### config.mk
export PLATFORM = sky130hd
export DESIGN_NAME = lpmc_ctrl
export DESIGN_NICKNAME = d
export VERILOG_FILES = /design/src/hdl/lpmc_pkg.sv /design/src/hdl/lpmc_clk_gate.sv /design/src/hdl/lpmc_ctrl.sv /design/src/hdl/lpmc_pin_ctl.sv
export VERILOG_INCLUDE_DIRS = /design/src /design/src/hdl
export SDC_FILE = /design/constraint.sdc
export NUM_CORES = 1
export LEC_CHECK = 0
export ABC_CLOCK_PERIOD_IN_PS = 4100
export BUFFER_PORTS_ARGS = -buffer_cell sky130_fd_sc_hd__buf_2
export CAP_MARGIN = 20
export CORE_MARGIN = 2
export CORE_UTILIZATION = 52
export CTS_BUF_LIST = sky130_fd_sc_hd__clkbuf_16
export DETAILED_ROUTE_END_ITERATION = 10
export HOLD_SLACK_MARGIN = 0.06
export PLACE_DENSITY = 0.86
export SLEW_MARGIN = 20
export SYNTH_ARGS = -nofsm -noshare
export SYNTH_HDL_FRONTEND = slang
export SYNTH_SLANG_ARGS = --single-unit
### constraint.sdc
create_clock -name clk_sys -period 4.1 [get_ports clk_sys]
set_clock_uncertainty 0.1 [all_clocks]
set_input_delay 0.82 -clock clk_sys [delete_from_list [all_inputs] [get_ports clk_sys]]
set_output_delay 0.82 -clock clk_sys [all_outputs]
set_load 0.03 [all_outputs]
### src/hdl/lpmc_defs.svh
// register map, field positions, reset values and timing counts of the mode controller
`ifndef LPMC_DEFS_SVH
`define LPMC_DEFS_SVH

`define LPMC_CTRL_OFS 8'h00
`define LPMC_STAT_OFS 8'h04

`define LPMC_CTRL_MODE_LSB 0
`define LPMC_CTRL_NMI_BIT 4
`define LPMC_STAT_MODE_LSB 0
`define LPMC_STAT_STATE_LSB 4
`define LPMC_STAT_SHUTWAKE_BIT 12

`define LPMC_CTRL_RST 16'h0000

`define LPMC_GATE_CPU 0
`define LPMC_GATE_MAIN 1
`define LPMC_GATE_AUX 2
`define LPMC_GATE_SUB 3
`define LPMC_GATE_FLL 4
`define LPMC_GATE_DCO 5
`define LPMC_GATE_BIAS 6
`define LPMC_GATE_XTAL 7
`define LPMC_GATE_REG 8

`define LPMC_GATES_RUN 9'h1ff
`define LPMC_GATES_S0 9'h1fc
`define LPMC_GATES_S1 9'h1ec
`define LPMC_GATES_S2 9'h1c4
`define LPMC_GATES_S3 9'h184
`define LPMC_GATES_S4 9'h100
`define LPMC_GATES_OFF 9'h000

`define LPMC_CLK_PERIOD_NS 25
`define LPMC_BOOT_HOLD_NS 1000
`define LPMC_BOOT_CYCLES ((`LPMC_BOOT_HOLD_NS + `LPMC_CLK_PERIOD_NS - 1) / `LPMC_CLK_PERIOD_NS)

`endif

### src/hdl/lpmc_pkg.sv
// types shared by the mode controller files
package lpmc_pkg;

    typedef enum logic [2:0] {
        full_run_state = 3'h0,
        sleep_level_0 = 3'h1,
        sleep_level_1 = 3'h2,
        sleep_level_2 = 3'h3,
        sleep_level_3 = 3'h4,
        sleep_level_4 = 3'h5,
        sleep_level_shutdown = 3'h6
    } lpmc_mode_e;

    typedef enum logic [4:0] {
        ST_RUN = 5'h01,
        ST_SLEEP = 5'h02,
        ST_SERVICE = 5'h04,
        ST_SHUT = 5'h08,
        ST_BOOT = 5'h10
    } lpmc_state_e;

    typedef logic [8:0] lpmc_gate_t;

endpackage : lpmc_pkg

### src/hdl/lpmc_clk_gate.sv
// bank of gate enables that change only while their source clock is low
`timescale 1ns/1ps
module lpmc_clk_gate #(
    parameter int WIDTH = 9
) (
    input wire logic clk_sys,
    input wire logic reset,
    input wire logic [WIDTH-1:0] gate_req,
    input wire logic [WIDTH-1:0] src_low,
    output logic [WIDTH-1:0] gate_en
);
    initial begin
        if (WIDTH < 1) $error("lpmc_clk_gate: WIDTH must be at least 1");
    end

    logic [WIDTH-1:0] gate_en_reg;
    logic [WIDTH-1:0] gate_en_next;

    // a bit follows its request only in a low phase, so no pulse is cut
    assign gate_en_next = (gate_req & src_low) | (gate_en_reg & ~src_low);
    assign gate_en = gate_en_reg;

    always_ff @(posedge clk_sys or posedge reset) begin
        if (reset) begin
            gate_en_reg <= '1;
        end else begin
            gate_en_reg <= gate_en_next;
        end
    end

    a_gate_low_only: assert property (
        @(posedge clk_sys) disable iff (reset)
        ((gate_en_reg ^ $past(gate_en_reg)) & ~$past(src_low)) == '0)
        else $error("gate changed while its clock was high");

endmodule : lpmc_clk_gate

### src/hdl/lpmc_ctrl.sv
// operating mode controller: mode register, sleep sequencing and gate control
//
// The plain strobed port and the register addresses are this design's own decisions.
`timescale 1ns/1ps
`include "lpmc_defs.svh"

//Contract
// - Software picks the run state or one of six sleep levels through the mode field.
// - In the run state every clock and enable output is on.
// - Sleep level 0 stops processor and main clock, keeps aux, subsystem clock and loop.
// - Sleep level 1 also stops the loop control while aux and subsystem clocks run.
// - Sleep level 2 stops the oscillator clock but keeps bias generator and aux clock.
// - Sleep level 3 also stops the bias generator, leaving only the aux clock.
// - Sleep level 4 also stops aux clock and crystal oscillator, keeping data.
// - Shutdown switches the core regulator off and keeps no state.
// - Shutdown is left only by the reset pin or a port one or port two pin event.
// - An interrupt in a sleep level restarts all clocks, and return re-enters that level.
// - The reset pin is an active-low reset, or a nonmaskable interrupt when so set.
module lpmc_ctrl #(
    parameter int ADDR_W = 8,
    parameter int DATA_W = 16,
    parameter int BOOT_CYCLES = `LPMC_BOOT_CYCLES
) (
    input wire logic clk_sys,
    input wire logic reset,
    input wire logic [ADDR_W-1:0] bus_addr,
    input wire logic [DATA_W-1:0] bus_wdata,
    input wire logic bus_wr,
    input wire logic bus_rd,
    output logic [DATA_W-1:0] bus_rdata,
    input wire logic irq_req,
    input wire logic irq_return,
    input wire logic port_one_pins_wake,
    input wire logic port_two_pins_wake,
    input wire logic rst_nmi_n,
    input wire logic main_clk_low,
    input wire logic aux_clk_low,
    input wire logic subsystem_clock_low,
    input wire logic digital_osc_clock_low,
    output logic cpu_en,
    output logic main_clk_en,
    output logic aux_clk_en,
    output logic subsystem_clock_en,
    output logic freq_locked_loop_en,
    output logic digital_osc_clock_en,
    output logic osc_bias_en,
    output logic crystal_osc_en,
    output logic regulator_en,
    output logic core_reset_req,
    output logic nmi_req
);
    localparam int CNT_W = 12;

    initial begin
        if (BOOT_CYCLES < 1 || BOOT_CYCLES > 4095) $error("lpmc_ctrl: BOOT_CYCLES out of range");
        if (DATA_W < 13) $error("lpmc_ctrl: DATA_W must be at least 13");
        if (ADDR_W < 3) $error("lpmc_ctrl: ADDR_W must be at least 3");
    end

    // gate table per software mode
    function automatic lpmc_pkg::lpmc_gate_t mode_gates(input logic [2:0] m);
        lpmc_pkg::lpmc_gate_t g;
        g = `LPMC_GATES_RUN;
        case (m)
            lpmc_pkg::sleep_level_0: g = `LPMC_GATES_S0;
            lpmc_pkg::sleep_level_1: g = `LPMC_GATES_S1;
            lpmc_pkg::sleep_level_2: g = `LPMC_GATES_S2;
            lpmc_pkg::sleep_level_3: g = `LPMC_GATES_S3;
            lpmc_pkg::sleep_level_4: g = `LPMC_GATES_S4;
            lpmc_pkg::sleep_level_shutdown: g = `LPMC_GATES_OFF;
            default: g = `LPMC_GATES_RUN;
        endcase
        return g;
    endfunction : mode_gates

    lpmc_pkg::lpmc_state_e state_reg;
    lpmc_pkg::lpmc_state_e state_next;
    logic [2:0] mode_reg;
    logic [2:0] mode_next;
    logic nmi_mode_reg;
    logic nmi_mode_next;
    logic shut_wake_reg;
    logic shut_wake_next;
    logic [CNT_W-1:0] boot_cnt_reg;
    logic [CNT_W-1:0] boot_cnt_next;
    logic core_reset_reg;
    logic [DATA_W-1:0] rdata_reg;
    logic [DATA_W-1:0] rdata_next;
    lpmc_pkg::lpmc_gate_t gate_req;
    lpmc_pkg::lpmc_gate_t gate_en;
    lpmc_pkg::lpmc_gate_t src_low;
    logic pin_reset;
    logic nmi_pulse;

    // bus decode
    wire sel_ctrl = bus_addr == ADDR_W'(`LPMC_CTRL_OFS);
    wire sel_stat = bus_addr == ADDR_W'(`LPMC_STAT_OFS);
    wire bus_live = state_reg != lpmc_pkg::ST_SHUT && state_reg != lpmc_pkg::ST_BOOT;
    wire wr_ctrl = bus_wr && sel_ctrl && bus_live;
    wire wr_stat = bus_wr && sel_stat && bus_live;
    wire [2:0] w_mode = bus_wdata[`LPMC_CTRL_MODE_LSB +: 3];
    wire w_mode_ok = w_mode != 3'h7;

    // wake conditions
    wire sleep_wake = irq_req || nmi_pulse;
    wire shut_wake = port_one_pins_wake || port_two_pins_wake || !rst_nmi_n;
    wire boot_done = boot_cnt_reg == CNT_W'(BOOT_CYCLES - 1);
    wire [2:0] mode_eff = wr_ctrl && w_mode_ok ? w_mode : mode_reg;
    wire to_shut = mode_eff == lpmc_pkg::sleep_level_shutdown;

    always_comb begin
        state_next = state_reg;
        unique case (state_reg)
            lpmc_pkg::ST_RUN: begin
                if (wr_ctrl && w_mode_ok && w_mode != lpmc_pkg::full_run_state) begin
                    state_next = to_shut ? lpmc_pkg::ST_SHUT : lpmc_pkg::ST_SLEEP;
                end
            end
            lpmc_pkg::ST_SLEEP: begin
                if (sleep_wake) begin
                    state_next = lpmc_pkg::ST_SERVICE;
                end
            end
            lpmc_pkg::ST_SERVICE: begin
                if (irq_return) begin
                    if (mode_eff == lpmc_pkg::full_run_state) begin
                        state_next = lpmc_pkg::ST_RUN;
                    end else begin
                        state_next = to_shut ? lpmc_pkg::ST_SHUT : lpmc_pkg::ST_SLEEP;
                    end
                end
            end
            lpmc_pkg::ST_SHUT: begin
                if (shut_wake) begin
                    state_next = lpmc_pkg::ST_BOOT;
                end
            end
            lpmc_pkg::ST_BOOT: begin
                if (boot_done && !pin_reset) begin
                    state_next = lpmc_pkg::ST_RUN;
                end
            end
        endcase
        if (pin_reset) begin
            state_next = lpmc_pkg::ST_BOOT;
        end
    end

    // boot leaves mode and nmi setting as at power-up; the shutdown wake flag is kept
    assign mode_next = state_next == lpmc_pkg::ST_BOOT ? 3'h0 : mode_eff;
    assign nmi_mode_next = state_next == lpmc_pkg::ST_BOOT ? 1'b0 :
                           wr_ctrl ? bus_wdata[`LPMC_CTRL_NMI_BIT] : nmi_mode_reg;
    assign boot_cnt_next = state_reg == lpmc_pkg::ST_BOOT && !pin_reset && !boot_done ?
                           boot_cnt_reg + CNT_W'(1) : '0;
    // hardware set wins over a software clear in the same cycle
    wire shut_exit = state_reg == lpmc_pkg::ST_SHUT && shut_wake;
    assign shut_wake_next = shut_exit ||
                            (shut_wake_reg && !(wr_stat && bus_wdata[`LPMC_STAT_SHUTWAKE_BIT]));

    // gate requests follow the state; service and boot run everything
    always_comb begin
        gate_req = `LPMC_GATES_RUN;
        if (state_next == lpmc_pkg::ST_SLEEP || state_next == lpmc_pkg::ST_SHUT) begin
            gate_req = mode_gates(mode_next);
        end
    end

    // non-clock enables may switch in any cycle
    always_comb begin
        src_low = '1;
        src_low[`LPMC_GATE_MAIN] = main_clk_low;
        src_low[`LPMC_GATE_AUX] = aux_clk_low;
        src_low[`LPMC_GATE_SUB] = subsystem_clock_low;
        src_low[`LPMC_GATE_DCO] = digital_osc_clock_low;
    end

    wire [DATA_W-1:0] ctrl_view = DATA_W'({nmi_mode_reg, 1'b0, mode_reg});
    wire [DATA_W-1:0] stat_view = DATA_W'({shut_wake_reg, 3'h0, state_reg, 1'b0, mode_reg});
    assign rdata_next = !bus_rd ? '0 : sel_ctrl ? ctrl_view : sel_stat ? stat_view : '0;

    lpmc_clk_gate #(
        .WIDTH(9)
    ) u_gate (
        .clk_sys(clk_sys),
        .reset(reset),
        .gate_req(gate_req),
        .src_low(src_low),
        .gate_en(gate_en)
    );

    lpmc_pin_ctl u_pin (
        .clk_sys(clk_sys),
        .reset(reset),
        .rst_nmi_n(rst_nmi_n),
        .nmi_mode(nmi_mode_reg),
        .pin_reset(pin_reset),
        .nmi_pulse(nmi_pulse)
    );

    always_ff @(posedge clk_sys or posedge reset) begin
        if (reset) begin
            state_reg <= lpmc_pkg::ST_RUN;
            mode_reg <= 3'(`LPMC_CTRL_RST);
            nmi_mode_reg <= 1'b0;
            shut_wake_reg <= 1'b0;
            boot_cnt_reg <= '0;
            core_reset_reg <= 1'b0;
            rdata_reg <= '0;
        end else begin
            state_reg <= state_next;
            mode_reg <= mode_next;
            nmi_mode_reg <= nmi_mode_next;
            shut_wake_reg <= shut_wake_next;
            boot_cnt_reg <= boot_cnt_next;
            core_reset_reg <= state_next == lpmc_pkg::ST_BOOT;
            rdata_reg <= rdata_next;
        end
    end

    assign bus_rdata = rdata_reg;
    assign core_reset_req = core_reset_reg;
    assign nmi_req = nmi_pulse;
    assign cpu_en = gate_en[`LPMC_GATE_CPU];
    assign main_clk_en = gate_en[`LPMC_GATE_MAIN];
    assign aux_clk_en = gate_en[`LPMC_GATE_AUX];
    assign subsystem_clock_en = gate_en[`LPMC_GATE_SUB];
    assign freq_locked_loop_en = gate_en[`LPMC_GATE_FLL];
    assign digital_osc_clock_en = gate_en[`LPMC_GATE_DCO];
    assign osc_bias_en = gate_en[`LPMC_GATE_BIAS];
    assign crystal_osc_en = gate_en[`LPMC_GATE_XTAL];
    assign regulator_en = gate_en[`LPMC_GATE_REG];

    wire all_low = main_clk_low && aux_clk_low && subsystem_clock_low && digital_osc_clock_low;
    wire in_sleep = state_reg == lpmc_pkg::ST_SLEEP && state_next == lpmc_pkg::ST_SLEEP;

    a_run_all_on: assert property (
        @(posedge clk_sys) disable iff (reset)
        (state_next == lpmc_pkg::ST_RUN && all_low) |=> gate_en == 9'h1ff)
        else $error("run state left a gate closed");

    a_level0_gates: assert property (
        @(posedge clk_sys) disable iff (reset)
        (in_sleep && mode_reg == 3'h1 && all_low) |=>
        !cpu_en && !main_clk_en && aux_clk_en && subsystem_clock_en && freq_locked_loop_en)
        else $error("sleep level 0 gates wrong");

    a_level1_gates: assert property (
        @(posedge clk_sys) disable iff (reset)
        (in_sleep && mode_reg == 3'h2 && all_low) |=>
        !cpu_en && !main_clk_en && !freq_locked_loop_en && aux_clk_en && subsystem_clock_en)
        else $error("sleep level 1 gates wrong");

    a_level2_gates: assert property (
        @(posedge clk_sys) disable iff (reset)
        (in_sleep && mode_reg == 3'h3 && all_low) |=>
        !digital_osc_clock_en && !freq_locked_loop_en && osc_bias_en && aux_clk_en && !cpu_en)
        else $error("sleep level 2 gates wrong");

    a_level3_gates: assert property (
        @(posedge clk_sys) disable iff (reset)
        (in_sleep && mode_reg == 3'h4 && all_low) |=>
        gate_en == 9'h184)
        else $error("sleep level 3 gates wrong");

    a_level4_gates: assert property (
        @(posedge clk_sys) disable iff (reset)
        (in_sleep && mode_reg == 3'h5 && all_low) |=>
        !aux_clk_en && !crystal_osc_en && regulator_en && !subsystem_clock_en)
        else $error("sleep level 4 gates wrong");

    a_shut_reg_off: assert property (
        @(posedge clk_sys) disable iff (reset)
        (state_reg == lpmc_pkg::ST_SHUT && state_next == lpmc_pkg::ST_SHUT) |=> !regulator_en)
        else $error("regulator on in shutdown");

    a_shut_ignores_irq: assert property (
        @(posedge clk_sys) disable iff (reset)
        (state_reg == lpmc_pkg::ST_SHUT && !port_one_pins_wake && !port_two_pins_wake
         && rst_nmi_n && !pin_reset) |=> state_reg == lpmc_pkg::ST_SHUT)
        else $error("shutdown left without a pin event");

    a_irq_round_trip: assert property (
        @(posedge clk_sys) disable iff (reset)
        (state_reg == lpmc_pkg::ST_SLEEP && sleep_wake && !pin_reset) |=>
        state_reg == lpmc_pkg::ST_SERVICE ##1 cpu_en)
        else $error("interrupt did not restart the processor");

    a_return_level: assert property (
        @(posedge clk_sys) disable iff (reset)
        (state_reg == lpmc_pkg::ST_SERVICE && irq_return && !bus_wr && !pin_reset
         && mode_reg != 3'h0 && mode_reg != 3'h6) |=>
        state_reg == lpmc_pkg::ST_SLEEP && $stable(mode_reg))
        else $error("return did not re-enter the sleep level");

    a_pin_reset_hold: assert property (
        @(posedge clk_sys) disable iff (reset)
        pin_reset |=> core_reset_req && mode_reg == 3'h0)
        else $error("reset pin did not reset the core");

    a_shut_boot: assert property (
        @(posedge clk_sys) disable iff (reset)
        (state_reg == lpmc_pkg::ST_SHUT && port_one_pins_wake) |=>
        state_reg == lpmc_pkg::ST_BOOT && core_reset_req && shut_wake_reg)
        else $error("shutdown wake did not start a boot");

    a_wake_two_boot: assert property (
        @(posedge clk_sys) disable iff (reset)
        (state_reg == lpmc_pkg::ST_SHUT && port_two_pins_wake) |=>
        state_reg == lpmc_pkg::ST_BOOT && shut_wake_reg)
        else $error("port two wake did not leave shutdown");

    a_pin_wakes_shut: assert property (
        @(posedge clk_sys) disable iff (reset)
        (state_reg == lpmc_pkg::ST_SHUT && !rst_nmi_n) |=> state_reg == lpmc_pkg::ST_BOOT)
        else $error("reset pin did not leave shutdown");

    a_rdata_idle: assert property (
        @(posedge clk_sys) disable iff (reset)
        !bus_rd |=> bus_rdata == '0)
        else $error("read data stood without a read");

    a_mode7_kept: assert property (
        @(posedge clk_sys) disable iff (reset)
        (wr_ctrl && !w_mode_ok && !pin_reset) |=> $stable(mode_reg))
        else $error("illegal mode code was taken");

    a_run_holds: assert property (
        @(posedge clk_sys) disable iff (reset)
        (state_reg == lpmc_pkg::ST_RUN && !wr_ctrl && !pin_reset) |=>
        state_reg == lpmc_pkg::ST_RUN)
        else $error("run state left without a mode write");

    a_service_all_on: assert property (
        @(posedge clk_sys) disable iff (reset)
        (state_reg == lpmc_pkg::ST_SERVICE && state_next == lpmc_pkg::ST_SERVICE && all_low)
        |=> gate_en == `LPMC_GATES_RUN)
        else $error("service left a gate closed");

    a_nmi_no_reset: assert property (
        @(posedge clk_sys) disable iff (reset)
        (nmi_mode_reg && !rst_nmi_n) |=> !pin_reset)
        else $error("pin in nmi mode acted as reset");

    a_boot_core_reset: assert property (
        @(posedge clk_sys) disable iff (reset)
        core_reset_req == (state_reg == lpmc_pkg::ST_BOOT))
        else $error("core reset request out of step with boot");

endmodule : lpmc_ctrl

### src/hdl/lpmc_pin_ctl.sv
// combined reset and nonmaskable interrupt pin handling
`timescale 1ns/1ps
module lpmc_pin_ctl (
    input wire logic clk_sys,
    input wire logic reset,
    input wire logic rst_nmi_n,
    input wire logic nmi_mode,
    output logic pin_reset,
    output logic nmi_pulse
);
    logic pin_low_reg;
    logic pin_reset_reg;
    logic nmi_pulse_reg;
    logic fall;

    assign fall = !rst_nmi_n && !pin_low_reg;
    assign pin_reset = pin_reset_reg;
    assign nmi_pulse = nmi_pulse_reg;

    always_ff @(posedge clk_sys or posedge reset) begin
        if (reset) begin
            pin_low_reg <= 1'b0;
            pin_reset_reg <= 1'b0;
            nmi_pulse_reg <= 1'b0;
        end else begin
            pin_low_reg <= !rst_nmi_n;
            pin_reset_reg <= !rst_nmi_n && !nmi_mode;
            nmi_pulse_reg <= fall && nmi_mode;
        end
    end

    a_nmi_edge: assert property (
        @(posedge clk_sys) disable iff (reset)
        (nmi_mode && rst_nmi_n ##1 nmi_mode && !rst_nmi_n) |=> nmi_pulse_reg ##1 !nmi_pulse_reg)
        else $error("nmi pulse missing or too long");

endmodule : lpmc_pin_ctl

# Yosys cells after proc, flatten, opt, wreduce, memory -nomap -nowiden
# Index checks and enable logic that the tools add are counted.
dict set report totals {
  reg_bits 48
  in_bits 37
  output_inout_bits 27
  wordCells 86
}
dict set report classes {
  n_addsub 1
  n_eq_ne 20
  muxes 19
  n_bitwise 4
  reduce_logical 31
}
# cell n
set op_table {}
lappend op_table {{$pmux W9 S6} 1}
lappend op_table {{$mux W13} 3}
lappend op_table {{$mux W5} 6}
lappend op_table {{$pmux W5 S5} 1}
lappend op_table {{$and A9 B9 Y9} 2}
lappend op_table {{$logic_and A1 B1 Y1} 16}
lappend op_table {{$add A12 B1 Y12 const B} 1}
lappend op_table {{$eq A12 B6 Y1 const B} 1}
lappend op_table {{$eq A3 B3 Y1 const B} 4}
lappend op_table {{$mux W12} 1}
lappend op_table {{$eq A5 B2 Y1 const B} 2}
lappend op_table {{$eq A5 B4 Y1 const B} 2}
lappend op_table {{$eq A5 B5 Y1 const B} 2}
lappend op_table {{$mux W9} 1}
lappend op_table {{$not A9 Y9} 1}
lappend op_table {{$or A9 B9 Y9} 1}
lappend op_table {{$eq A8 B3 Y1 const B} 1}
lappend op_table {{$logic_not A8 Y1} 1}
lappend op_table {{$mux W4} 2}
lappend op_table {{$eq A3 B2 Y1 const B} 2}
lappend op_table {{$logic_not A1 Y1} 6}
lappend op_table {{$mux W3} 2}
lappend op_table {{$eq A5 B1 Y1 const B} 1}
lappend op_table {{$eq A5 B3 Y1 const B} 1}
lappend op_table {{9 further kinds} 14}

# Depth between registers and ports, before layout
# Gate-level depths: netlist (run 1).
dict set report depth {
  depth_word 18
  ltp_mapped 10
  ltp_nobuf 8
}

# By module
# From an unflattened synthesis (run 1), not the netlist that was laid out.
dict set report unflattened {
  hier_cells 241
  hier_area_um2 2372.3
}
# mod instances cells_per_inst area_per_inst_um2 seq_area_each_um2
set modules_own_cells {}
lappend modules_own_cells {lpmc_ctrl 1 215 1898.1 802.0}
lappend modules_own_cells {lpmc_clk_gate 1 19 375.4 236.5}
lappend modules_own_cells {lpmc_pin_ctl 1 7 98.8 75.1}

# Worst setup path after synthesis (run 1)
# Ideal clock, no wire load.
dict set report synth_path {
  path_type {input to register}
  start {input bus_addr[5]}
  end {register u_gate.gate_en_reg[7], in the netlist u_gate.gate_en[7]}
  setup_ns 0.100
  arrival_ns 2.631
  t_required_ns 3.900
  slack_ns 1.269
  stages 9
  n_path_buf 1
  path_cell_list {nor4_4 > o2111ai_4 > or3_1 > buf_6 > nor3b_1 > nor3_1 > and3_4 > xor2_4 > nand4_1}
}
dict set report synth_between {
  elab_chain_cells 18
  word_cells_on_any_way 29
  classes_between {eq/ne: 10; mux: 10; bitwise: 2; reduce/logical: 7}
}
# element line_no
set synth_rtl {}
lappend synth_rtl {{start: declaration} lpmc_ctrl.sv:26} ;# input wire logic [ADDR_W-1:0] bus_addr,
lappend synth_rtl {{$logic_not A8 Y1 *} lpmc_ctrl.sv:96} ;# wire sel_ctrl = bus_addr == ADDR_W'(`LPMC_CTRL_OFS);
lappend synth_rtl {{$logic_and A1 B1 Y1 * (2 in series)} lpmc_ctrl.sv:99} ;# wire wr_ctrl = bus_wr && sel_ctrl && bus_live;
lappend synth_rtl {{$logic_and A1 B1 Y1 *} {lpmc_ctrl.sv:108, lpmc_ctrl.sv:115}}
lappend synth_rtl {{$mux W3} lpmc_ctrl.sv:108} ;# wire [2:0] mode_eff = wr_ctrl && w_mode_ok ? w_mode : mode_reg;
lappend synth_rtl {{$eq A3 B3 Y1} lpmc_ctrl.sv:109} ;# wire to_shut = mode_eff == lpmc_pkg::sleep_level_shutdown;
lappend synth_rtl {{$mux W4} {lpmc_ctrl.sv:116, lpmc_ctrl.sv:129}}
lappend synth_rtl {{$mux W4} lpmc_ctrl.sv:126} ;# if (mode_eff == lpmc_pkg::full_run_state) begin
lappend synth_rtl {{$mux W5} lpmc_ctrl.sv:125} ;# if (irq_return) begin
lappend synth_rtl {{(+2 left out)} n/a}
lappend synth_rtl {{named net state_next[1]} lpmc_ctrl.sv:77} ;# lpmc_pkg::lpmc_state_e state_next;
lappend synth_rtl {{$eq A5 B5 Y1} lpmc_ctrl.sv:150} ;# assign mode_next = state_next == lpmc_pkg::ST_BOOT ? 3'h0 : mode_eff;
lappend synth_rtl {{$mux W3} lpmc_ctrl.sv:150}
lappend synth_rtl {{$eq A3 B3 Y1, or another cell as far along} lpmc_ctrl.sv:64} ;# case (m)
lappend synth_rtl {{$pmux W9 S6} lpmc_ctrl.sv:64}
lappend synth_rtl {{$mux W9 *} lpmc_ctrl.sv:163} ;# if (state_next == lpmc_pkg::ST_SLEEP || state_next == lpmc_pkg::ST_SHUT) begin
lappend synth_rtl {{$and A9 B9 Y9 *} lpmc_clk_gate.sv:20} ;# assign gate_en_next = (gate_req & src_low) | (gate_en_reg & ~src_low);
lappend synth_rtl {{$or A9 B9 Y9 *} lpmc_clk_gate.sv:20}
lappend synth_rtl {{end signal: assignment} lpmc_clk_gate.sv:27} ;# gate_en_reg <= gate_en_next;
lappend synth_rtl {{end: declaration} lpmc_clk_gate.sv:16} ;# logic [WIDTH-1:0] gate_en_reg;
# The timed path passes the listed nets; every way through them passes the cells marked *.
# A chain may end at the register's enable or synchronous reset.

# Worst setup path after layout (run 1)
dict set report layout_path {
  start {input bus_addr[3]}
  end {register u_gate.gate_en_reg[7], in the netlist u_gate.gate_en[7]}
}
dict set report layout_between {
  elab_chain_cells 18
  word_cells_on_any_way 29
  classes_between {eq/ne: 10; mux: 10; bitwise: 2; reduce/logical: 7}
}
# element line_no
set layout_rtl {}
lappend layout_rtl {{$logic_not A8 Y1 *} lpmc_ctrl.sv:96}
lappend layout_rtl {{$logic_and A1 B1 Y1 * (2 in series)} lpmc_ctrl.sv:99}
lappend layout_rtl {{$logic_and A1 B1 Y1 *} {lpmc_ctrl.sv:108, lpmc_ctrl.sv:115}}
lappend layout_rtl {{$mux W3} lpmc_ctrl.sv:108}
lappend layout_rtl {{$eq A3 B3 Y1} lpmc_ctrl.sv:109}
lappend layout_rtl {{$mux W4} {lpmc_ctrl.sv:116, lpmc_ctrl.sv:129}}
lappend layout_rtl {{$mux W4} lpmc_ctrl.sv:126}
lappend layout_rtl {{$mux W5} lpmc_ctrl.sv:125}
lappend layout_rtl {{$pmux W5 S5} lpmc_ctrl.sv:113} ;# unique case (state_reg)
lappend layout_rtl {{$mux W5} lpmc_ctrl.sv:144} ;# if (pin_reset) begin
lappend layout_rtl {{$eq A5 B5 Y1} lpmc_ctrl.sv:150}
lappend layout_rtl {{$mux W3} lpmc_ctrl.sv:150}
lappend layout_rtl {{$eq A3 B3 Y1, or another cell as far along} lpmc_ctrl.sv:64}
lappend layout_rtl {{$pmux W9 S6} lpmc_ctrl.sv:64}
lappend layout_rtl {{$mux W9 *} lpmc_ctrl.sv:163}
lappend layout_rtl {{$and A9 B9 Y9 *} lpmc_clk_gate.sv:20}
lappend layout_rtl {{$or A9 B9 Y9 *} lpmc_clk_gate.sv:20}
# Mark *: on every way between the ends. The rest lies on a longest branch, timed or not.

==> impl_metrics.ini, run 1 <==
[timing]
fin_ws_ns = 1.05
hold_viol_final = 0
worstMarginPinSlew_ns = 0.599
min_period_ns = 3.05
finalSetupViolCount = 0
fmax_ghz = 0.327
finalSetupTns_ns = 0
rsz0062_at_grt = false
period_share_pct = 74.5
maxSlewHeadroom_pct = 60.1
maxSlewViolCount = 0

[pwr]
p_per_area_mw_per_mm2 = 357
ir_drop_mv = 0.239
p_leak_nw = 1.27

[layout]
largest_register_ffs = 12
syn_to_final_growth_pct = 16.1
diodes = 0
drive_gt1_share_pct = 29.5
nNetsFinal = 308
final_cell_area_mm2 = 0.00270

[clock_network]
cts_hold_buffers = 0
path_clk_slew_ns = 0.06
cts_resized = 0
cts-root-buf = clkbuf_16
h-tree-depth = 2
clockBufferDepth = 2
cts_buffers = 5
clk_latency_ns = 0.29
cts_tree = done
post-cts-setup-buffers = 0
clock_sinks = 44

[yosys]
yosys.cell_count.top_type = dfrtp_1
yosysUniqueCellTypes = 54
postSynthCellCount = 226
yosys-top-cells-area = dfrtp_1, dfstp_2, nor2_1, and3_1, xor2_1
ys.flop_type = dfrtp_1
ys_top_cells_by_count = dfrtp_1, nor2_1, and3_1
syn_area_per_cell_um2 = 10.3
ys_seq_area_share_pct = 47.9
syn_area_mm2 = 0.00232
synth_edf_count = 0
async_reset_ff_share_pct = 100
synth-seq-cells = 44
synth_top_area_share_pct = 36.6
yosys_warnings = 0
synth_area_leader_cell = dfrtp_1

[critical_path]
critical_path_buf_inv_count = 1
crit_arrival_ns = 3.14
crit_path_end_kind = register
crit_path_top_delay_cell = nor3b_2
critPathTopFamily = simple AND/OR/NAND/NOR gates
cp-start-kind = input pin
cp_cell_sequence = buf_2 -> nor4b_4 -> o2111ai_4 -> or3_1 -> o2bb2ai_1 -> a31oi_1 -> nor3b_2 -> nand4_1
crit_required_ns = 4.19
crit_type = in -> reg
cp_max_fo = 13
max_stage_delay_ns = 0.53

[die]
dieWidth_um = 70.9
io-pin-count = 64
die_area_mm2 = 0.00502
core_mm2 = 0.00432
rows = 24
start_util_pct = 53.8
die_h_um = 70.9

[route]
viasPerCell = 5.63
drtIter0Drc = 57
routedWlPerCell_um = 14.8
route.vias.total = 1818
ant_nets = 0
drt-total-wl_mm = 4.77
drc = 0
first_pass_iters = 4

[global_route]
grt_max_degree = 45
grtUsageTotal_pct = 19.8
top_usage_layer = met2
overflow = 0
grt_pass1_vias = 1769
grt_pass1_wl_mm = 7.82
use_met3_pct = 4.56
antenna_found_initial = 0
grt_use_met1_pct = 23.5
grt_use_met2_pct = 34.3

[outcome]
outcome = finished clean

[placement]
gp_congestion = 0.851
dp_hpwl_mm = 3.43
portBuffers = 45
placed_area_mm2 = 0.00254
post-place-ws_ns = 0.743

[run]
cap_violations = 0

[hold_path]
holdCritPathClass = reg -> reg
==> placed cells by master (no fill, tap or decap), types with 5 or more instances in the layout <==
cell type / netlist / final
buf_2: 0 / 45
dfrtp_1: 34 / 34
nor2_1: 33 / 33
and3_1: 12 / 12
dfstp_2: 10 / 10
nand3_1: 9 / 9
xor2_1: 8 / 8
o21ai_0: 8 / 8
nand2_1: 7 / 7
inv_1: 7 / 7
a31oi_1: 7 / 7
conb_1: 1 / 7
xnor2_1: 6 / 6
clkbuf_16: 0 / 6
nor3_1: 5 / 5
nor3b_1: 5 / 5
nand4_1: 5 / 5
nor2b_1: 5 / 5
a21oi_1: 5 / 5
==> per-stage QoR <==
| step | total power [mW] | util, % | hold WS [ns] | instances |
|---|---|---|---|---|
| 2_1_floorplan | 0.517 | - | 0.282 | 232 |
| 3_3_place_gp | 0.538 | 58.7 | 0.286 | 315 |
| 3_5_place_dp | 0.544 | 58.7 | 0.293 | 315 |
| 4_1_cts | 0.969 | 62.4 | 0.302 | 323 |
| 5_1_grt | 0.999 | 62.4 | 0.317 | 323 |
| 6_report | 0.964 | 62.4 | 0.300 | 323 |
==> worst register-to-register path: cells and delay by family (launching register included) <==
kind / cells / cell delay [ns]
AOI/OAI and AO/OA: 3 / 0.61
xor gates and xnor gates: 1 / 0.44
DFF: 1 / 0.55
and+or+nand+nor: 3 / 1.22
==> power breakdown <==
| group | internal (mW) | switching, mW |
|---|---|---|
| clock | 0.261 | 0.166 |
| combinational | 0.0270 | 0.0503 |
| sequential | 0.447 | 0.0122 |
==> metal layers <==
metal	vias up	part of all wire, %
li1	869	-
met1	894	43
met2	41	51
met3	14	4.0
met4	0	2.1
met5	-	0
==> cell type report <==
class	instances	area, µm²
Tap cell	52	65.1
Fill cell	377	1630
Timing Repair Buffer	46	233
Clock buffer	6	150
Inverter	7	26.3
Sequential cell	44	1110
Multi-Input combinational cell	166	1100
Clock inverter	2	12.5
==> worst paths after layout <==
kind / startpoint / end / slack [ns] / cells past startpoint
worst max-delay path: bus_addr[3] / u_gate.gate_en[7]$_DFF_PP1_ / 1.05 / 8
worst min-delay path: u_pin.pin_low_reg$_DFF_PP0_ / u_pin.nmi_pulse$_DFF_PP0_ / 0.30 / 1
worst max register to register: state_reg[3]$_DFF_PP0_ / u_gate.gate_en[7]$_DFF_PP1_ / 1.09 / 7
worst min register to register: u_pin.pin_low_reg$_DFF_PP0_ / u_pin.nmi_pulse$_DFF_PP0_ / 0.30 / 1
max in group asynchronous: reset / state_reg[0]$_DFF_PP1_ / 2.96 / 3
min in group asynchronous: reset / boot_cnt_reg[3]$_DFF_PP0_ / 0.56 / 3
==> cells by family (layout without fill, tap and decap cells) <==
kind of cell               after synthesis  after routing  synth area share, %
and+or+nand+nor                        103            103                 26.0
DFF                                     44             44                 47.9
other                                    1              7                0.161
buffers and inverters                   22             61                 5.81
adders and majority gates                1              1                0.538
muxes                                    2              2                0.861
xor gates and xnor gates                15             15                 6.46
AOI/OAI and AO/OA                       38             38                 12.3
Note: power is estimated with default switching activity, not from simulation.
==> inputs of run 2 (changes only) <==
- ABC_CLOCK_PERIOD_IN_PS: 4100 -> 3100
- clock period: 4.1 -> 3.1 ns (I/O delays scaled with it)
==> run 2 against run 1 <==
  * Clock-buffer cell count down 1
  * First-iteration DRC count up 72%
  * Die area unchanged
  * Largest power group unchanged
  * Worst hold slack worse by 0.0022 ns
==> impl_metrics.ini, run 2 (synthesized netlist as in run 1, its figures left out) <==
[outcome]
outcome = finished clean

[die]
core_mm2 = 0.00432
die_h_um = 70.9
die_area_mm2 = 0.00502
io-pin-count = 64
start_util_pct = 53.8
dieWidth_um = 70.9
rows = 24

[route]
routedWlPerCell_um = 14.6
drt-total-wl_mm = 4.83
drtIter0Drc = 98
viasPerCell = 5.53
ant_nets = 0
drc = 0
first_pass_iters = 4
route.vias.total = 1831

[timing]
finalSetupViolCount = 0
fmax_ghz = 0.359
min_period_ns = 2.79
hold_viol_final = 0
maxSlewViolCount = 0
fin_ws_ns = 0.313
maxSlewHeadroom_pct = 64.0
worstMarginPinSlew_ns = 0.540
finalSetupTns_ns = 0
period_share_pct = 89.9
rsz0062_at_grt = false

[clock_network]
h-tree-depth = 2
clock_sinks = 44
cts_hold_buffers = 0
post-cts-setup-buffers = 0
clk_latency_ns = 0.28
cts_tree = done
path_clk_slew_ns = 0.06
cts_resized = 0
clockBufferDepth = 2
cts-root-buf = clkbuf_16
cts_buffers = 5

[critical_path]
cp-start-kind = register
crit_arrival_ns = 2.87
cp_max_fo = 9
crit_path_end_kind = register
crit_type = reg -> reg
r2r_slack_ns = 0.31
crit_required_ns = 3.19

[global_route]
grt_pass1_vias = 1790
antenna_found_initial = 0
overflow = 0
grtUsageTotal_pct = 20.7
grt_max_degree = 45
grt_pass1_wl_mm = 8.16

[placement]
dp_hpwl_mm = 3.56
gp_congestion = 0.891
portBuffers = 45
post-place-ws_ns = 0.142

[pwr]
ir_drop_mv = 0.242
p_leak_nw = 1.30
finalPower_mw = 1.21
p_per_area_mw_per_mm2 = 441

[layout]
final_common_cell = buf_2
diodes = 0
largest_register_ffs = 12
nNetsFinal = 316
mostFrequentLayoutCells = buf_2, dfrtp_1, nor2_1
syn_to_final_growth_pct = 17.7
drive_gt1_share_pct = 31.2
fin_util_pct = 63.3

[run]
cap_violations = 0

[hold_path]
holdCritPathClass = reg -> reg
-- run 2: power by group --
part,internal [mW],switching [mW]
clock,0.292,0.204
combinational,0.0364,0.0682
sequential,0.591,0.0141
total,0.920,0.287
-- run 2: final timing paths --
check | startpoint | end | depth (start not counted)
worst max register to register | state_reg[0]$_DFF_PP1_ | u_gate.gate_en[7]$_DFF_PP1_ | 9
worst max-delay path | state_reg[0]$_DFF_PP1_ | u_gate.gate_en[7]$_DFF_PP1_ | 9
worst min-delay path | u_pin.pin_low_reg$_DFF_PP0_ | u_pin.nmi_pulse$_DFF_PP0_ | 1
worst min register to register | u_pin.pin_low_reg$_DFF_PP0_ | u_pin.nmi_pulse$_DFF_PP0_ | 1
min in group asynchronous | reset | boot_cnt_reg[8]$_DFF_PP0_ | 3
max in group asynchronous | reset | asynchronous set/reset pin | 3
-- run 2: through the flow --
step                hold WS (ns)  instances  area, µm²
finish                     0.298        331       2740
global route               0.313        331       2740
floorplan                  0.282        232       2350
global placement           0.288        323       2600
detailed placement         0.291        323       2600
CTS                        0.301        331       2740
-- run 2: layer usage --
metal	share of wire (%)	up-vias	track usage (%)
met4	1.5	0	7.76
met5	0	-	0
met1	40	876	25.7
met2	53	58	35.9
met3	4.9	9	4.13
li1	-	888	-
-- run 2: cell type report --
| cell class | count | area [µm²] |
|---|---|---|
| Clock buffer | 5 | 125 |
| Clock inverter | 3 | 13.8 |
| Tap cell | 52 | 65.1 |
| Inverter | 7 | 26.3 |
| Multi-Input combinational cell | 166 | 1100 |
| Sequential cell | 44 | 1110 |
| Fill cell | 366 | 1590 |
| Timing Repair Buffer | 54 | 293 |
-- run 2: worst max-delay path, cell delays in order (launching register included) --
cell and delay (ns):
dfstp_2 0.41, or3_4 0.43, o2111ai_4 0.33, or3_1 0.22, buf_4 0.15, a21oi_2 0.05
or2_4 0.24, a211oi_4 0.32, xor2_4 0.29, nand4_1 0.15
==> inputs of run 3 (changes only) <==
- BUFFER_PORTS_ARGS: -buffer_cell sky130_fd_sc_hd__buf_2 -> -buffer_cell sky130_fd_sc_hd__buf_4
- CORE_ASPECT_RATIO: default -> 0.9
==> run 3 against run 2 <==
  * First-iteration DRC count fell by 18%
  * Sequential share of layout area fell by 2.5 points
  * Critical path type unchanged
  * Via count fell by 0.82%
  * Critical path depth did not move
  * Clock power rose by 35%
  * Clock-buffer cell count did not move
  * Combinational power rose by 8%
  * Die area barely moved
  * Worst hold slack improved by 0.011 ns
  * Highest routed layer unchanged
==> impl_metrics.ini, run 3 (synthesized netlist as in run 1, its figures left out) <==
[outcome]
outcome = finished clean

[layout]
diodes = 0
fin_util_pct = 66.5
mostFrequentLayoutCells = buf_4, dfrtp_1, nor2_1
drive_gt1_share_pct = 31.2
final_common_cell = buf_4
nNetsFinal = 316
syn_to_final_growth_pct = 25.2
fill_cells = 368
largest_register_ffs = 12

[route]
wl_met3_um = 246
drc = 0
first_pass_iters = 4
drt-met1-wl_mm = 2.11
drt-total-wl_mm = 4.85
drtIter0Drc = 80
viasPerCell = 5.33
routed.top_layer = met4
ant_nets = 0
routedWlPerCell_um = 14.2
dr_wl_met2_mm = 2.43
route.vias.total = 1816

[clock_network]
clk_latency_ns = 0.29
clockBufferDepth = 2
cts_buffers = 5
cts-root-buf = clkbuf_16
h-tree-depth = 2
path_clk_slew_ns = 0.06
cts_hold_buffers = 0
clock_sinks = 44
cts_tree = done
post-cts-setup-buffers = 0
cts_resized = 0

[placement]
portBuffers = 45
dp_hpwl_mm = 3.32
gp_congestion = 0.911

[critical_path]
cp-start-kind = register
crit_required_ns = 3.20
crit_type = reg -> reg
cp_max_fo = 9
crit_path_end_kind = register
crit_arrival_ns = 2.90

[pwr]
p_leak_nw = 1.36
finalPower_mw = 1.39
ir_drop_mv = 0.285
p_per_area_mw_per_mm2 = 477

[die]
io-pin-count = 64
die_area_mm2 = 0.00502
core_mm2 = 0.00437
rows = 23
dieWidth_um = 74.5
die_h_um = 67.4
start_util_pct = 53.1

[timing]
worstMarginPinSlew_ns = 0.547
maxSlewHeadroom_pct = 63.6
hold_viol_final = 0
finalSetupTns_ns = 0
fmax_ghz = 0.357
whs_ns = 0.309
period_share_pct = 90.4
finalSetupViolCount = 0
min_period_ns = 2.80
maxSlewViolCount = 0
rsz0062_at_grt = false

[global_route]
antenna_found_initial = 0
grt_pass1_wl_mm = 7.87
grtUsageTotal_pct = 21.0
grt_max_degree = 45
overflow = 0
grt_pass1_vias = 1723

[hold_path]
holdCritPathClass = reg -> reg

[run]
cap_violations = 0
run 3: cell count changes in the layout (fill, tap and decap cells not counted):
cell / delta
buf_2: -45
buf_4: +45
bufinv_16: +2
clkinv_2: -2
clkinv_1: -1
inv_1: +1
run 3: report_power, final:
group	switching (mW)	internal, mW	total (mW)	leakage, nW
logic	0.0675	0.0457	0.113	0.704
clock network	0.213	0.459	0.672	0.0952
registers	0.0134	0.591	0.605	0.562
total	0.294	1.10	1.39	1.36
run 3: final timing paths:
path,cells after the start,slack [ns],end,start
min,1,0.31,u_pin.nmi_pulse$_DFF_PP0_,u_pin.pin_low_reg$_DFF_PP0_
max,9,0.30,register,state_reg[0]$_DFF_PP1_
max reg2reg,9,0.30,register,state_reg[0]$_DFF_PP1_
min in group asynchronous,3,0.37,boot_cnt_reg[0]$_DFF_PP0_,reset
min reg2reg,1,0.31,u_pin.nmi_pulse$_DFF_PP0_,u_pin.pin_low_reg$_DFF_PP0_
max in group asynchronous,3,2.15,state_reg[0]$_DFF_PP1_,reset
run 3: cell type report:
cell class                 instances  area, µm²  area share, %
clock buffer                       5        125           4.30
clock inverter                     3       63.8           2.19
multi-input combinational        166       1100           37.7
inverter                           7       26.3          0.903
tap                               62       77.6           2.67
sequential                        44       1110           38.3
timing repair buffer              54        405           13.9
run 3: worst max-delay path, cell delays in order (launching register included):
cell,delay [ns]
dfstp_2,0.40
or3_4,0.42
o2111ai_4,0.36
or3_1,0.22
buf_4,0.16
a21oi_2,0.05
or2_4,0.24
a211oi_4,0.33
xor2_4,0.30
a31oi_1,0.14
run 3: metal layers:
metal	track usage [%]	vias to the layer above
met3	4.18	9
li1	-	887
met5	0	-
met4	9.15	0
met1	27.1	861
met2	34.2	59
run 3: per-stage QoR:
stage | setup slack (ns) | area (µm²) | instances
final | 0.297 | 2910 | 341
after global routing | 0.154 | 2910 | 341
after CTS | 0.322 | 2910 | 341
after detailed placement | 0.122 | 2720 | 333
after global placement | 0.147 | 2720 | 333
after floorplan | 0.469 | 2350 | 232
